==> config.mk <==
export PLATFORM = sky130hd
export DESIGN_NAME = gpio_input_function_trigger
export DESIGN_NICKNAME = d
export VERILOG_FILES = /design/src/hdl/gpi_trigger_pkg.sv /design/src/hdl/pin_edge_sync.sv /design/src/hdl/gpio_input_function_trigger.sv
export SDC_FILE = /design/constraint.sdc
export NUM_CORES = 1
export LEC_CHECK = 0
export ABC_AREA = 1
export BUFFER_PORTS_ARGS = -buffer_cell sky130_fd_sc_hd__buf_4
export CORE_MARGIN = 5
export CORE_UTILIZATION = 44
export CTS_CLUSTER_SIZE = 16
export DETAILED_ROUTE_END_ITERATION = 10
export GPL_TIMING_DRIVEN = 0
export MAX_ROUTING_LAYER = met4
export PLACE_DENSITY = 0.79
export SYNTH_ARGS = -nofsm -noshare
export SYNTH_HDL_FRONTEND = slang
export SYNTH_SLANG_ARGS = --single-unit
==> constraint.sdc <==
create_clock -name clk -period 1.3 [get_ports clk]
set_input_delay 0.13 -clock clk [delete_from_list [all_inputs] [get_ports clk]]
set_output_delay 0.13 -clock clk [all_outputs]
set_load 0.02 [all_outputs]
==> src/hdl/gpi_trigger_pkg.sv <==
/*
 constants for the pin-triggered action dispatcher: register offsets,
 field positions, reset values, function codes and timing counts.
 assumes a 32-bit axi4-lite register bus with byte addressing.
*/
package gpi_trigger_pkg;
	localparam logic [7:0] ADDR_CONFIG = 8'h00;
	localparam logic [7:0] ADDR_VPD_SETTING = 8'h04;
	localparam logic [7:0] ADDR_SW_CONTROL = 8'h08;
	localparam logic [7:0] ADDR_STATUS = 8'h0c;
	// config register fields
	localparam int CFG_ENABLE_BIT = 0;
	localparam int CFG_CODE_LSB = 4;
	localparam int CFG_MASK_LSB = 8;
	// software control fields
	localparam int SW_FAULT_BIT = 0;
	localparam int SW_PROTECT_BIT = 1;
	localparam int SW_IPD_LSB = 8;
	localparam int SW_VPD_LSB = 16;
	// status fields
	localparam int ST_LEVEL_BIT = 0;
	localparam int ST_BOOT_DONE_BIT = 1;
	localparam int ST_IPD_LSB = 8;
	localparam int ST_VPD_LSB = 16;
	// input function codes
	localparam logic [3:0] FUNC_NONE = 4'h0;
	localparam logic [3:0] FUNC_FAULT_SNAPSHOT = 4'h2;
	localparam logic [3:0] FUNC_CURRENT_PD = 4'h3;
	localparam logic [3:0] FUNC_VOLTAGE_PD = 4'h4;
	localparam logic [3:0] FUNC_PROTECT = 4'h5;
	// reset values, standing in for the nonvolatile defaults
	localparam logic RST_ENABLE = 1'b0;
	localparam logic [3:0] RST_CODE = 4'h0;
	localparam logic [7:0] RST_MASK = 8'h00;
	localparam logic [7:0] RST_VPD_SETTING = 8'h00;
	// cycles for the synchroniser to fill before the boot-time level sample
	localparam logic [1:0] SYNC_SETTLE_CYCLES = 2'h3;
	localparam logic [1:0] AXI_OKAY = 2'h0;
	localparam logic [1:0] AXI_SLVERR = 2'h2;
endpackage

==> src/hdl/pin_edge_sync.sv <==
/*
 two-stage synchroniser for an asynchronous pin, plus edge detection.
 assumes one clock, synchronous active-high reset.
*/
`timescale 1ns/1ns
module pin_edge_sync (
	input wire logic clk,
	input wire logic reset,
	input wire logic pin,
	output logic level,
	output logic rise,
	output logic fall
);
	logic meta;
	logic stable;
	logic prev;

	// first stage feeds only the second
	always_ff @(posedge clk) begin
		if (reset) begin
			meta <= 1'b1;
			stable <= 1'b1;
			prev <= 1'b1;
		end else begin
			meta <= pin;
			stable <= meta;
			prev <= stable;
		end
	end

	assign level = stable;
	assign rise = stable & ~prev;
	assign fall = ~stable & prev;
endmodule

==> src/hdl/gpio_input_function_trigger.sv <==
/*
 pin-triggered action dispatcher for the general-purpose input pin,
 with an axi4-lite register slave for configuration and status.
 assumes pin input is asynchronous; all else runs on clk.
*/
// Overview of operation
// code 0010: falling edge fires fault snapshot on all channels; rising does nothing
// code 0011: falling powers down selected current outputs, rising powers up
// code 0100: falling powers down selected voltage outputs, rising powers up
// voltage power-down applies each channel's own pulldown or high-impedance setting
// code 0101: falling edge fires protect action on all channels
// no dispatch unless the input direction enable bit is one
// software control of a function is ignored while the pin owns it
// after reset the pin level is sampled once and its command run
// pin passes two flip-flops before edge detection; one action per edge
`timescale 1ns/1ns
module gpio_input_function_trigger #(
	parameter int CHANNELS = 2
) (
	input wire logic clk,
	input wire logic reset,
	input wire logic gpio_pin,
	input wire logic [7:0] s_axi_awaddr,
	input wire logic s_axi_awvalid,
	output logic s_axi_awready,
	input wire logic [31:0] s_axi_wdata,
	input wire logic [3:0] s_axi_wstrb,
	input wire logic s_axi_wvalid,
	output logic s_axi_wready,
	output logic [1:0] s_axi_bresp,
	output logic s_axi_bvalid,
	input wire logic s_axi_bready,
	input wire logic [7:0] s_axi_araddr,
	input wire logic s_axi_arvalid,
	output logic s_axi_arready,
	output logic [31:0] s_axi_rdata,
	output logic [1:0] s_axi_rresp,
	output logic s_axi_rvalid,
	input wire logic s_axi_rready,
	output logic fault_snapshot,
	output logic protect_trigger,
	output logic [CHANNELS-1:0] current_output_powerdown,
	output logic [CHANNELS-1:0] voltage_output_powerdown,
	output logic [CHANNELS-1:0] voltage_pulldown_enable,
	output logic [CHANNELS-1:0] voltage_hiz_enable
);
	typedef enum logic [1:0] {boot_settle, boot_fire, run} boot_state_t;

	boot_state_t state;
	boot_state_t next_state;
	logic [1:0] settle_count;
	logic pin_level;
	logic pin_rise;
	logic pin_fall;

	// configuration and state
	logic input_direction_enable;
	logic [3:0] input_function_code;
	logic [CHANNELS-1:0] input_channel_mask;
	logic [CHANNELS-1:0] voltage_powerdown_setting;
	logic [CHANNELS-1:0] ipd_state;
	logic [CHANNELS-1:0] vpd_state;

	// bus holding registers
	logic have_aw;
	logic have_w;
	logic [7:0] wr_addr;
	logic [31:0] wr_data;
	logic [3:0] wr_strb;

	pin_edge_sync sync_inst (
		.clk(clk),
		.reset(reset),
		.pin(gpio_pin),
		.level(pin_level),
		.rise(pin_rise),
		.fall(pin_fall)
	);

	// boot sequencer: wait for synchroniser to fill, then act on level once
	always_comb begin
		next_state = state;
		case (state)
			boot_settle: begin
				if (settle_count == gpi_trigger_pkg::SYNC_SETTLE_CYCLES)
					next_state = boot_fire;
			end
			boot_fire: next_state = run;
			run: next_state = run;
			default: next_state = boot_settle;
		endcase
	end

	always_ff @(posedge clk) begin
		if (reset) begin
			state <= boot_settle;
			settle_count <= 2'h0;
		end else begin
			state <= next_state;
			if (state == boot_settle)
				settle_count <= settle_count + 2'h1;
		end
	end

	// a level sampled at boot counts as the matching edge
	wire boot_low = (state == boot_fire) & ~pin_level;
	wire boot_high = (state == boot_fire) & pin_level;
	// edges are only dispatched once boot is over, so none fires twice
	wire ev_fall = input_direction_enable & ((state == run & pin_fall) | boot_low);
	wire ev_rise = input_direction_enable & ((state == run & pin_rise) | boot_high);

	wire pin_owns_fault = input_direction_enable & (input_function_code == gpi_trigger_pkg::FUNC_FAULT_SNAPSHOT);
	wire pin_owns_ipd = input_direction_enable & (input_function_code == gpi_trigger_pkg::FUNC_CURRENT_PD);
	wire pin_owns_vpd = input_direction_enable & (input_function_code == gpi_trigger_pkg::FUNC_VOLTAGE_PD);
	wire pin_owns_protect = input_direction_enable & (input_function_code == gpi_trigger_pkg::FUNC_PROTECT);

	// write decode
	wire do_write = have_aw & have_w & ~s_axi_bvalid;
	wire wr_config = do_write & (wr_addr == gpi_trigger_pkg::ADDR_CONFIG);
	wire wr_vpd_setting = do_write & (wr_addr == gpi_trigger_pkg::ADDR_VPD_SETTING);
	wire wr_sw = do_write & (wr_addr == gpi_trigger_pkg::ADDR_SW_CONTROL);
	wire wr_status = do_write & (wr_addr == gpi_trigger_pkg::ADDR_STATUS);
	wire wr_hit = wr_config | wr_vpd_setting | wr_sw | wr_status;
	wire [31:0] byte_mask = {{8{wr_strb[3]}}, {8{wr_strb[2]}}, {8{wr_strb[1]}}, {8{wr_strb[0]}}};
	logic [31:0] cfg_word;
	logic [31:0] sw_word;
	logic [31:0] status_word;
	wire [31:0] next_cfg = (cfg_word & ~byte_mask) | (wr_data & byte_mask);
	wire [31:0] next_sw = (sw_word & ~byte_mask) | (wr_data & byte_mask);
	wire [31:0] vpd_word = {{(32-CHANNELS){1'b0}}, voltage_powerdown_setting};
	wire [31:0] next_vpd_word = (vpd_word & ~byte_mask) | (wr_data & byte_mask);

	// software action pulses, refused while the pin owns them
	wire sw_fault = wr_sw & wr_strb[0] & wr_data[gpi_trigger_pkg::SW_FAULT_BIT] & ~pin_owns_fault;
	wire sw_protect = wr_sw & wr_strb[0] & wr_data[gpi_trigger_pkg::SW_PROTECT_BIT] & ~pin_owns_protect;

	// words built in processes: a function in a continuous assign would miss field changes
	always_comb begin
		cfg_word = 32'h0;
		cfg_word[gpi_trigger_pkg::CFG_ENABLE_BIT] = input_direction_enable;
		cfg_word[gpi_trigger_pkg::CFG_CODE_LSB +: 4] = input_function_code;
		cfg_word[gpi_trigger_pkg::CFG_MASK_LSB +: CHANNELS] = input_channel_mask;
	end

	always_comb begin
		sw_word = 32'h0;
		sw_word[gpi_trigger_pkg::SW_IPD_LSB +: CHANNELS] = ipd_state;
		sw_word[gpi_trigger_pkg::SW_VPD_LSB +: CHANNELS] = vpd_state;
	end

	always_comb begin
		status_word = 32'h0;
		status_word[gpi_trigger_pkg::ST_LEVEL_BIT] = pin_level;
		status_word[gpi_trigger_pkg::ST_BOOT_DONE_BIT] = (state == run);
		status_word[gpi_trigger_pkg::ST_IPD_LSB +: CHANNELS] = ipd_state;
		status_word[gpi_trigger_pkg::ST_VPD_LSB +: CHANNELS] = vpd_state;
	end

	// read decode
	wire rd_config = s_axi_araddr == gpi_trigger_pkg::ADDR_CONFIG;
	wire rd_vpd_setting = s_axi_araddr == gpi_trigger_pkg::ADDR_VPD_SETTING;
	wire rd_sw = s_axi_araddr == gpi_trigger_pkg::ADDR_SW_CONTROL;
	wire rd_status = s_axi_araddr == gpi_trigger_pkg::ADDR_STATUS;
	wire rd_hit = rd_config | rd_vpd_setting | rd_sw | rd_status;
	wire [31:0] rd_word = rd_config ? cfg_word :
		rd_vpd_setting ? vpd_word :
		rd_sw ? sw_word :
		rd_status ? status_word : 32'h0;

	// configuration registers
	always_ff @(posedge clk) begin
		if (reset) begin
			input_direction_enable <= gpi_trigger_pkg::RST_ENABLE;
			input_function_code <= gpi_trigger_pkg::RST_CODE;
			input_channel_mask <= gpi_trigger_pkg::RST_MASK[CHANNELS-1:0];
			voltage_powerdown_setting <= gpi_trigger_pkg::RST_VPD_SETTING[CHANNELS-1:0];
		end else begin
			if (wr_config) begin
				input_direction_enable <= next_cfg[gpi_trigger_pkg::CFG_ENABLE_BIT];
				input_function_code <= next_cfg[gpi_trigger_pkg::CFG_CODE_LSB +: 4];
				input_channel_mask <= next_cfg[gpi_trigger_pkg::CFG_MASK_LSB +: CHANNELS];
			end
			if (wr_vpd_setting)
				voltage_powerdown_setting <= next_vpd_word[CHANNELS-1:0];
		end
	end

	// global action pulses
	always_ff @(posedge clk) begin
		if (reset) begin
			fault_snapshot <= 1'b0;
			protect_trigger <= 1'b0;
		end else begin
			fault_snapshot <= (pin_owns_fault & ev_fall) | sw_fault;
			protect_trigger <= (pin_owns_protect & ev_fall) | sw_protect;
		end
	end

	// per-channel power state and termination
	genvar ch;
	generate
		for (ch = 0; ch < CHANNELS; ch = ch + 1) begin : g_chan
			always_ff @(posedge clk) begin
				if (reset) begin
					ipd_state[ch] <= 1'b0;
					vpd_state[ch] <= 1'b0;
				end else begin
					if (pin_owns_ipd) begin
						if (input_channel_mask[ch] & ev_fall)
							ipd_state[ch] <= 1'b1;
						else if (input_channel_mask[ch] & ev_rise)
							ipd_state[ch] <= 1'b0;
					end else if (wr_sw) begin
						ipd_state[ch] <= next_sw[gpi_trigger_pkg::SW_IPD_LSB + ch];
					end
					if (pin_owns_vpd) begin
						if (input_channel_mask[ch] & ev_fall)
							vpd_state[ch] <= 1'b1;
						else if (input_channel_mask[ch] & ev_rise)
							vpd_state[ch] <= 1'b0;
					end else if (wr_sw) begin
						vpd_state[ch] <= next_sw[gpi_trigger_pkg::SW_VPD_LSB + ch];
					end
				end
			end
		end
	endgenerate

	// outputs lag state by one cycle so every pin comes from a flop
	always_ff @(posedge clk) begin
		if (reset) begin
			current_output_powerdown <= '0;
			voltage_output_powerdown <= '0;
			voltage_pulldown_enable <= '0;
			voltage_hiz_enable <= '0;
		end else begin
			current_output_powerdown <= ipd_state;
			voltage_output_powerdown <= vpd_state;
			voltage_pulldown_enable <= vpd_state & voltage_powerdown_setting;
			voltage_hiz_enable <= vpd_state & ~voltage_powerdown_setting;
		end
	end

	// axi write channels: address and data taken in either order
	always_ff @(posedge clk) begin
		if (reset) begin
			have_aw <= 1'b0;
			have_w <= 1'b0;
			wr_addr <= 8'h00;
			wr_data <= 32'h0;
			wr_strb <= 4'h0;
			s_axi_awready <= 1'b1;
			s_axi_wready <= 1'b1;
			s_axi_bvalid <= 1'b0;
			s_axi_bresp <= gpi_trigger_pkg::AXI_OKAY;
		end else begin
			if (s_axi_awvalid & s_axi_awready) begin
				have_aw <= 1'b1;
				wr_addr <= s_axi_awaddr;
				s_axi_awready <= 1'b0;
			end
			if (s_axi_wvalid & s_axi_wready) begin
				have_w <= 1'b1;
				wr_data <= s_axi_wdata;
				wr_strb <= s_axi_wstrb;
				s_axi_wready <= 1'b0;
			end
			if (do_write) begin
				have_aw <= 1'b0;
				have_w <= 1'b0;
				s_axi_bvalid <= 1'b1;
				s_axi_bresp <= wr_hit ? gpi_trigger_pkg::AXI_OKAY : gpi_trigger_pkg::AXI_SLVERR;
			end
			// ready again only after the response, so one write at a time
			if (s_axi_bvalid & s_axi_bready) begin
				s_axi_bvalid <= 1'b0;
				s_axi_awready <= 1'b1;
				s_axi_wready <= 1'b1;
			end
		end
	end

	// axi read channel
	always_ff @(posedge clk) begin
		if (reset) begin
			s_axi_arready <= 1'b1;
			s_axi_rvalid <= 1'b0;
			s_axi_rdata <= 32'h0;
			s_axi_rresp <= gpi_trigger_pkg::AXI_OKAY;
		end else begin
			if (s_axi_arvalid & s_axi_arready) begin
				s_axi_arready <= 1'b0;
				s_axi_rvalid <= 1'b1;
				s_axi_rdata <= rd_word;
				s_axi_rresp <= rd_hit ? gpi_trigger_pkg::AXI_OKAY : gpi_trigger_pkg::AXI_SLVERR;
			end else if (s_axi_rvalid & s_axi_rready) begin
				s_axi_rvalid <= 1'b0;
				s_axi_arready <= 1'b1;
			end
		end
	end
endmodule

# Yosys cells after proc, flatten, opt, wreduce, memory -nomap -nowiden
# Cells that the tools add are included.
# W data, S select, Z words.
op_classes:
  n_eq_ne: 18
  bitwise: 60
  muxes: 24
  add_sub_neg: 1
  n_reduce_logical: 13
ops:
  columns: ["operator", "count"]
  rows:
  - ["$mux W18", 4]
  - ["$and A18 B18 Y18", 2]
  - ["$and A1 B1 Y1", 34]
  - ["$eq A8 B4 Y1 const B", 4]
  - ["$not A18 Y18", 1]
  - ["$or A18 B18 Y18", 1]
  - ["$eq A8 B3 Y1 const B", 2]
  - ["$logic_not A8 Y1", 2]
  - ["$mux W1", 16]
  - ["$ne A3 B1 Y1 const B", 4]
  - ["$and A10 B10 Y10", 1]
  - ["$or A1 B1 Y1", 10]
  - ["$or A10 B10 Y10", 1]
  - ["$eq A4 B2 Y1 const B", 2]
  - ["$eq A4 B3 Y1 const B", 2]
  - ["$reduce_and A2 Y1", 4]
  - ["$and A2 B2 Y2", 3]
  - ["$mux W2", 3]
  - ["$reduce_bool A2 Y1", 3]
  - ["$reduce_or A2 Y1", 3]
  - ["$not A1 Y1", 5]
  - ["$eq A2 B2 Y1 const B", 2]
  - ["$pmux W2 S2", 1]
  - ["$add A2 B1 Y2 const B", 1]
  - ["other kinds (5)", 5]
word_totals:
  register_bits: 102
  output_inout_bits: 51
  wordCells: 148
  in_bits: 60

# Longest topological paths before layout
# Gate-level depths: netlist (run 1).
depth:
  depth_word: 9
  depth_mapped: 9
  ltp_nobuf: 9

# Modules after synthesis
# Synthesis (run 1) repeated with hierarchy kept, for this count alone.
unflattened:
  cells_unflattened: 425
  hier_area_um2: 3156.8
modules_own_cells:
  columns: ["module", "area_each_um2", "n_inst", "seq_area_each_um2", "cells_each"]
  rows:
  - ["gpio_input_function_trigger", 3059.2, 1, 1341.3, 412]
  - ["pin_edge_sync", 97.6, 1, 60.1, 13]

# Worst setup path before layout (run 1)
# OpenSTA, ideal clock, no wires.
synth_timing:
  path_kind: "register -> register"
  start: "register state[0]"
  end: "register (tool-made name)"
  arrival_time_ns: 1.105
  t_required_ns: 1.188
  synth_period_minus_slack_ns: 1.217
  setup_time_ns: 0.112
  n_path_buf: 0
  path_stages_with_launch: 10
  setup_slack_ns: 0.083
  path_cell_list: "dfxtp_1 > inv_1 > ha_1 > inv_1 > o21ai_0 > nand4_1 > nand2_1 > nand2_1 > nand2_1 > nand2_1"
synth_lines:
  columns: ["item", "line_no", "text"]
  rows:
  - ["from (decl)", "gpio_input_function_trigger.sv:49", "boot_state_t state;"]
  - ["from (signal assigned)", "gpio_input_function_trigger.sv:96", "state <= boot_settle;"]
  - ["from (signal assigned)", "gpio_input_function_trigger.sv:99", "state <= next_state;"]

==> run summary, run 1 <==
Nets = 578
vias post-DR = 2,811
antenna-violating nets left = 0
Worst R2R Path Depth = 6
fin crit share = 98.4%
Slew headroom = 65.3%
multiplexer share of the synthesized area = 0%
commonest non-fill, non-tap cell in the layout = buf_4
post-synth cell types = 28
# Max-Cap Violations = 0
WL per Instance = 12.4 um
Port Buffer Count = 63
Min Hold Slack = 0.0302 ns
Synth top area share = 46.0%
cts bufs inserted = 9
RSZ-0062 raised after global routing = true
Worst-path clk slew = 0.07 ns
largest net degree at the start of global routing = 12
Detailed Route WL = 7420 um
max incr delay on CP = 0.33 ns
#FFs+latches synth = 70
vias in the first global route = 2,596
register area share after synthesis = 46.0%
Worst path slowest cell = dfxtp_1
DRT iter0 DRCs = 144
Compound-Gate Fraction of Synth Area = 13.1%
critical-path cell list = inv_2 > nand3_4 > nor2_4 > nand3_2 > o21ai_0 > nor2_1
Synth Area in Adders = 2.05%
Area Overhead vs Synth = 34.6%
design area = 4110 um2
Synth Area in XOR/XNOR = 0.287%
Pwr Density = 1270 nW/um2
Chip Width = 93.2 um
via/cell ratio = 4.70
syn_area_per_cell = 7.44 um2
Tot Pwr = 5210 uW
latest clock arrival within the worst-skew pair = 0.35 ns
Worst EP arrival = 1.50 ns
I/O pin total = 111
FILL cells = 632
synthesized cell area = 3050 um2
share of layout cells above drive strength 1 = 30.7%
DR pass1 iterations = 4
GPL Wtd Cong = 0.889
die height = 93.2 um
maximum clock path buffer count = 2
status = finished clean
HPWL after DPL = 5550 um
n_diodes = 0
simple-gate share of the synthesized area = 26.0%
Critical Path End Type = flip-flop
WP buf/inv = 1
Setup Crit Path Kind = flip-flop to flip-flop
Peak supply drop = 0.665 mV
DIE AREA = 8690 um2
DRC viols = 0
largest family of logic cells by synthesized area = simple AND/OR/NAND/NOR gates
GRT overflow = 0
Max Freq = 0.782 GHz
FF-to-FF setup slack = 0.02 ns
Tot GR Track Use = 17.5%
dominant cells by area after synthesis = dfxtp_1 (46%), nor2_1 (10%), nand2_1 (7.8%), o21ai_0 (7.4%), buf_4 (5.9%)
Hold EP = wr_data[8]
Starting Density = 45.1%
CORE AREA = 6760 um2
initial antenna violation count = 0
Clock Skew = 0.00749 ns
most frequent cells in the layout = buf_4 (90), nor2_1 (79), dfxtp_1 (64)
clk root buf = clkbuf_8
measured slew at the worst slew-check pin = 0.521 ns
CTS tree = yes
Placed Area = 3710 um2
Cells after Synth = 410
Worst Hold Class = primary input to flip-flop
LEAKAGE = 0.00190 uW
row count = 30
crit path time final = 1.28 ns
hold path start = s_axi_wdata[8]
largest area contributor in the netlist = dfxtp_1
cell family with most CP delay = simple AND/OR/NAND/NOR gates
first-pass GRT wire length = 11,700 um
Ys Warns = 0
final setup fails = 0
CTS sink count = 70
hold path cells = 3
critical-path maximum fanout = 7
CTS H-Tree Depth = 3
final hold vios = 0
Worst R2R Start = s_axi_bvalid
crit path launch type = flip-flop
critical path required time = 1.53 ns
Slew Limit Fails = 0
[area by class of cell]
type / count / area (um2) / share of cell area (%)
multi-input combinational: 288 / 1490 / 36.4
timing repair buffer: 68 / 515 / 12.6
tap: 80 / 100 / 2.44
inverter: 41 / 156 / 3.81
sequential: 70 / 1410 / 34.4
clock buffer: 12 / 155 / 3.78
buffer: 35 / 228 / 5.55
clock inverter: 4 / 45.0 / 1.10
[metrics by stage]
stage / worst slack (ns) / TNS, ns / utilization, % / instances
2_1_floorplan: 0.0828 / 0 / - / 433
3_3_place_gp: -0.101 / -0.454 / 54.9 / 576
3_5_place_dp: -0.126 / -0.690 / 54.9 / 576
4_1_cts: -0.0385 / -0.0705 / 58.4 / 594
5_1_grt: -0.0640 / -0.341 / 60.8 / 598
6_report: 0.0208 / 0 / 60.8 / 598
[worst reg2reg max path: cells and delay by family, from the launching register on]
family,cells,cell delay [ns]
buffers and inverters,1,0.08
and+or+nand+nor,4,0.55
AOI/OAI and AO/OA,1,0.19
DFF,1,0.33
[routing by layer]
metal | global-route usage [%] | part of all wire [%] | vias up
met5 | - | 0 | -
met4 | 7.81 | 1.6 | 0
met3 | 5.15 | 8.1 | 11
met2 | 27.5 | 47 | 108
met1 | 20.8 | 43 | 1218
li1 | - | - | 1474
[synth_stat cells (all sizes together)]
library cell and instances:
nor3 2, o21ai 48, a211oi 4, or2 3, a21oi 17, inv 41, xnor2 1, a21boi 1
a31oi 1, nand2 65, nand3 21, nand4 5, o21bai 4, clkbuf 7, nor4 1, nor2 85
conb 1, ha 5, dfxtp 70, buf 28
[kinds of logic after synthesis]
family                     Yosys count
and+or+nand+nor                    182
buffers and inverters               76
AOI/OAI and AO/OA                   75
DFF                                 70
adders and majority gates            5
xor gates and xnor gates             1
other                                1
[worst max-delay path by stage]
stage                       startpoint         to  slack (ns)  cells past startpoint
final                     s_axi_bvalid  flip-flop        0.02                      6
after global routing          state[0]  flip-flop       -0.06                      9
after CTS                      have_aw  flip-flop       -0.04                      5
after detailed placement      state[0]  flip-flop       -0.13                      9
after global placement        state[0]  flip-flop       -0.10                      9
after floorplan               state[0]  flip-flop        0.08                      9
[what timing repair did]
| item | 4_1_cts | 5_1_grt |
|---|---|---|
| pin swaps | 1 | 19 |
| resized for setup | 8 | 46 |
| hold buffers | 2 | 0 |
| endpoints found under the hold margin | 2 | 0 |
| endpoints found under the setup margin | 8 | 18 |
| buffers inserted | 0 | 3 |
| cloned | 0 | 1 |
[where the power goes]
group	switching [uW]	internal (uW)	total, uW
Clock	772	981	1750
Combinational	577	443	1020
Sequential	132	2300	2430
No activity file was read; power rests on OpenSTA's default activity.
==> run 2, diff against run 1 <==
--- a/config.mk
+++ b/config.mk
@@ -8,12 +8,13 @@
 export ABC_AREA = 1
 export BUFFER_PORTS_ARGS = -buffer_cell sky130_fd_sc_hd__buf_4
 export CORE_MARGIN = 5
-export CORE_UTILIZATION = 44
+export CORE_UTILIZATION = 45
 export CTS_CLUSTER_SIZE = 16
 export DETAILED_ROUTE_END_ITERATION = 10
 export GPL_TIMING_DRIVEN = 0
 export MAX_ROUTING_LAYER = met4
-export PLACE_DENSITY = 0.79
+export PLACE_DENSITY = 0.8
 export SYNTH_ARGS = -nofsm -noshare
 export SYNTH_HDL_FRONTEND = slang
+export SYNTH_HIERARCHICAL = 1
 export SYNTH_SLANG_ARGS = --single-unit
==> run 2 against run 1 <==
Against the previous run:
- the flow now finishes with violations (setup timing)
- synthesized cell count increased by 3.7%
- global-route usage increased by 0.48 points
- die area increased by 1.1%
- fmax decreased by 3.8%
- combinational power about the same
- sequential share of layout area decreased by 1.6 points
- largest cell class unchanged
==> run summary, run 2 <==
pre-CTS setup slack = -0.223 ns
measured slew at the worst slew-check pin = 0.602 ns
Post-synth top cells = nand2_1 (78), nor2_1 (74), dfxtp_1 (70)
syn_area_per_cell = 7.43 um2
Cells after Synth = 425
largest area contributor in the netlist = dfxtp_1
clk root buf = clkbuf_8
Worst R2R Start = state[1]
WL per Instance = 12.0 um
row count = 30
largest net degree at the start of global routing = 14
Worst R2R Path Depth = 9
I/O pin total = 111
DRT iter0 DRCs = 206
register area share after synthesis = 44.4%
DRC viols = 0
failing checks = setup timing
Register Area = 1420 um2
share of flip-flops with an asynchronous set or reset = 0%
# Max-Cap Violations = 0
Worst Hold Class = primary input to flip-flop
LEAKAGE = 0.00207 uW
Tot GR Track Use = 18.0%
Critical Path End Type = flip-flop
CTS H-Tree Depth = 3
hold path start = s_axi_wdata[4]
via/cell ratio = 4.58
CTS tree = yes
final setup fails = 4
Slew Limit Fails = 0
final setup TNS = -0.0731 ns
maximum clock path buffer count = 2
Final Worst Setup Slack = -0.0302 ns
Ys Warns = 6
Port Buffer Count = 63
n_diodes = 0
commonest non-fill, non-tap cell in the layout = buf_4
vias in the first global route = 2,742
HPWL after DPL = 5510 um
Peak supply drop = 0.704 mV
dominant synthesized flop cell = dfxtp_1
DIE AREA = 8790 um2
critical-path maximum fanout = 4
vias post-DR = 2,911
antenna-violating nets left = 0
FF-to-FF setup slack = -0.03 ns
Synth top area share = 44.4%
post-synth cell types = 29
share of layout cells above drive strength 1 = 34.3%
final core utilization = 63.5%
latest clock arrival within the worst-skew pair = 0.35 ns
RSZ-0062 raised after global routing = true
Hold EP = wr_data[4]
FILL cells = 570
dominant cells by area after synthesis = dfxtp_1 (44%), nand2_1 (9.3%), nor2_1 (8.8%), o21ai_0 (6.0%), buf_4 (5.7%)
Nets = 599
final hold vios = 0
hold path cells = 3
DR pass1 iterations = 4
EDFF count, synth = 0
crit path time final = 1.33 ns
Detailed Route WL = 7610 um
Area Overhead vs Synth = 36.6%
cts bufs inserted = 9
critical path required time = 1.54 ns
initial antenna violation count = 0
Min Hold Slack = 0.0355 ns
GRT overflow = 0
GPL Wtd Cong = 0.814
most frequent cells in the layout = buf_4 (93), nand2_1 (72), nor2_1 (65)
Max Freq = 0.752 GHz
Worst-path clk slew = 0.08 ns
Clock Skew = 0.0115 ns
Setup Crit Path Kind = flip-flop to flip-flop
Worst EP arrival = 1.57 ns
fin crit share = 102%
most frequent cell after synthesis = nand2_1
Starting Density = 46.5%
crit path launch type = flip-flop
synthesized cell area = 3160 um2
multi-input logic area = 1620 um2
Chip Width = 93.8 um
#FFs+latches synth = 70
die height = 93.8 um
CTS sink count = 70
Slew headroom = 59.9%
first-pass GRT wire length = 12,100 um
Pwr Density = 1140 nW/um2
CORE AREA = 6790 um2
status = finished with violations
-- run 2: cell types whose count changed in the layout (fill, tap and decap cells not counted), moves of 4 or more --
| cell | delta |
|---|---|
| nand3_2 | -4 |
| o21bai_1 | -4 |
| o21ai_1 | -7 |
| nand2_1 | +14 |
| nor3b_2 | +7 |
| inv_2 | +5 |
| nand3_1 | +10 |
| nor2_1 | -14 |
| nand3_4 | +4 |
| nor2_2 | +6 |
-- run 2: how the worst max path moves through the flow --
stage               start  cells after the start         to
2_1_floorplan    state[1]                      9  flip-flop
5_1_grt          state[1]                     10  flip-flop
6_report         state[1]                      9  flip-flop
4_1_cts        wr_addr[6]                      6  flip-flop
3_3_place_gp     state[1]                      9  flip-flop
3_5_place_dp     state[1]                      9  flip-flop
-- run 2: cell families (layout without fill, tap and decap cells) --
kind of cell               Yosys count  in the layout  synth area share (%)
and+or+nand+nor                    202            203                  29.7
DFF                                 70             70                  44.4
AOI/OAI and AO/OA                   63             63                  10.6
adders and majority gates            5              5                  1.98
xor gates and xnor gates             1              1                 0.277
other                                1             24                 0.119
buffers and inverters               83            173                  13.0
-- run 2: area by class of cell --
cell class | instances | area share (%)
multi-input cells | 296 | 37.5
flip-flops and latches | 70 | 32.8
repair buffers | 75 | 13.5
plain buffers | 34 | 5.22
inverters | 48 | 4.26
clock buffers | 12 | 3.37
well taps | 96 | 2.79
clock inverters | 4 | 0.522
-- run 2: routing by layer --
layer / wire length (um) / vias to the layer above / global-route usage (%)
met5: 0 / - / -
met2: 3910 / 79 / 29.9
met3: 400 / 10 / 4.01
met4: 123 / 0 / 8.66
met1: 3180 / 1297 / 20.6
li1: - / 1525 / -
-- run 2: report_power, final --
part / leakage, uW / switching [uW] / internal, uW / total, uW
combinational: 0.00141 / 570 / 438 / 1010
clock: 0.0000861 / 766 / 735 / 1500
sequential: 0.000576 / 128 / 2300 / 2420
total: 0.00207 / 1460 / 3470 / 4930
-- run 2: what timing repair did --
item / 4_1_cts / 5_1_grt
resized for setup: 23 / 42
pin swaps: 3 / 10
hold buffers: 3 / 0
setup buffers: 2 / 7
hold endpoints to repair: 3 / 0
gates cloned: 0 / 1
setup endpoints to repair: 12 / 20
-- run 2: per-stage QoR --
step	std cells	cell area (um2)	total power (uW)
final	635	4310	4930
after global routing	635	4310	5200
after CTS	627	4130	4850
after detailed placement	607	3840	3280
after global placement	607	3840	3230
after floorplan	448	3240	3020
-- run 2: critical path, stage by stage, from the launching register on --
cell and delay (ns):
dfxtp_2 0.34, inv_2 0.08, ha_4 0.14, inv_2 0.04, o21ai_4 0.19, nand3_2 0.14
nand3_1 0.13, nand2_1 0.06, nand2_1 0.05, nand2_1 0.04
==> run 3, diff against run 2 <==
--- a/config.mk
+++ b/config.mk
@@ -12,7 +12,6 @@
 export CTS_CLUSTER_SIZE = 16
 export DETAILED_ROUTE_END_ITERATION = 10
 export GPL_TIMING_DRIVEN = 0
-export MAX_ROUTING_LAYER = met4
 export PLACE_DENSITY = 0.8
 export SYNTH_ARGS = -nofsm -noshare
 export SYNTH_HDL_FRONTEND = slang
==> run 3 against run 2 <==
Against the previous run:
- the run still ends with setup timing left
- final cell count is the same
- global-route usage decreased by 0.42 points
- via count grew 0.96%
- worst setup slack hardly changed
- power is essentially flat
- non-clock buffer count did not move
- largest cell class unchanged
==> run summary, run 3 (same netlist as run 2, synthesis figures left out) <==
failing checks = setup timing
clk root buf = clkbuf_8
LEAKAGE = 0.00207 uW
Pwr Density = 1140 nW/um2
share of layout cells above drive strength 1 = 34.3%
GPL Wtd Cong = 0.803
measured slew at the worst slew-check pin = 0.602 ns
Nets = 599
HPWL after DPL = 5510 um
Final Worst Setup Slack = -0.0298 ns
final cell count without fillers = 635
Worst Hold Class = primary input to flip-flop
Slew headroom = 59.9%
critical-path cell list = inv_2 > ha_4 > inv_2 > o21ai_4 > nand3_2 > nand3_1 > nand2_1 > nand2_1 > nand2_1
via/cell ratio = 4.63
DRC viols = 0
Net Sw Power = 1470 uW
# Max-Cap Violations = 0
vias post-DR = 2,939
crit path launch type = flip-flop
Tot Pwr = 4930 uW
Setup Crit Path Kind = flip-flop to flip-flop
Register Area = 1420 um2
Combinational Power Share = 20.5%
maximum clock path buffer count = 2
DIE AREA = 8790 um2
fin crit share = 102%
Critical Path End Type = flip-flop
RSZ-0062 raised after global routing = true
cell family with most CP delay = simple AND/OR/NAND/NOR gates
die height = 93.8 um
n_diodes = 0
WL per Instance = 12.0 um
Worst path slowest cell = dfxtp_2
Clock Skew = 0.0136 ns
Peak supply drop = 0.706 mV
max incr delay on CP = 0.34 ns
DRT iter0 DRCs = 198
CTS tree = yes
CP dominant cell by count = nand2_1
antenna-violating nets left = 0
Seq pwr share = 49.1%
critical path required time = 1.54 ns
row count = 30
I/O pin total = 111
final setup TNS = -0.0625 ns
critical-path maximum fanout = 4
Worst-path clk slew = 0.08 ns
final hold vios = 0
design area = 4310 um2
largest net degree at the start of global routing = 14
net switching share of the total power = 29.7%
Placed Area = 3840 um2
final setup fails = 3
DR pass1 iterations = 4
Port Buffer Count = 63
crit path time final = 1.33 ns
commonest non-fill, non-tap cell in the layout = buf_4
multi-input logic area = 1620 um2
CTS H-Tree Depth = 3
Tot GR Track Use = 17.6%
Starting Density = 46.5%
latest clock arrival within the worst-skew pair = 0.35 ns
vias in the first global route = 2,743
most frequent cells in the layout = buf_4 (93), nand2_1 (72), nor2_1 (65)
initial antenna violation count = 0
Clock power frac = 30.4%
first-pass GRT wire length = 12,100 um
CORE AREA = 6790 um2
Chip Width = 93.8 um
Slew Limit Fails = 0
status = finished with violations
dpl cells = 607
CTS sink count = 70
cts bufs inserted = 9
Detailed Route WL = 7620 um
Worst EP arrival = 1.57 ns
WP buf/inv = 2
GRT overflow = 0
FILL cells = 570
Int Pwr = 3470 uW
Max Freq = 0.752 GHz
Area Overhead vs Synth = 36.6%
## run 3: cell counts in the layout (fill, tap and decap cells not counted)
Identical to the previous run, type by type.
## run 3: cell type report
cell class,count,area share [%]
tap,96,2.79
clock inverter,4,0.522
clock buffer,12,3.37
buffer,34,5.22
inverter,48,4.26
timing repair buffer,75,13.5
sequential,70,32.8
multi-input combinational,296,37.5
## run 3: repair_timing
action	in CTS	in global routing
gates resized for setup	23	42
gates cloned	0	1
hold endpoints to repair	3	0
hold buffers	3	0
endpoints found under the setup margin	12	20
pin swaps	3	10
buffers inserted	2	7
## run 3: final timing paths
kind / start / end / slack (ns) / depth (start not counted)
max reg2reg: state[1] / flip-flop / -0.03 / 9
min: s_axi_wdata[4] / wr_data[4] / 0.03 / 3
max: state[1] / flip-flop / -0.03 / 9
min reg2reg: sync_inst/meta / sync_inst/level / 0.41 / 2
## run 3: metal layers
metal	vias to the layer above	wire, um	track usage (%)
li1	1528	-	-
met1	1300	3180	20.5
met2	98	3850	29.9
met3	13	432	5.37
met4	0	160	7.22
met5	-	0	0
## run 3: power by group through the flow
stage | Sequential, uW | Combinational [uW] | Clock (uW)
after global routing | 2440 | 1120 | 1660
after global placement | 2430 | 805 | 0
after floorplan | 2450 | 566 | 0
final | 2420 | 1010 | 1500
after detailed placement | 2430 | 842 | 0
after CTS | 2410 | 905 | 1540
## run 3: tightest hold or removal path, stage by stage
cell and delay (ns):
buf_4 0.07, o21ai_0 0.07, nor2_1 0.08
## run 3: metrics by stage
| stage | worst slack [ns] | util (%) | hold slack, ns |
|---|---|---|---|
| after floorplan | 0.0278 | - | 0.215 |
| after global placement | -0.161 | 56.5 | 0.302 |
| after detailed placement | -0.223 | 56.5 | 0.322 |
| after CTS | -0.00788 | 60.7 | 0.0238 |
| after global routing | -0.105 | 63.5 | 0.0263 |
| final | -0.0298 | 63.5 | 0.0344 |
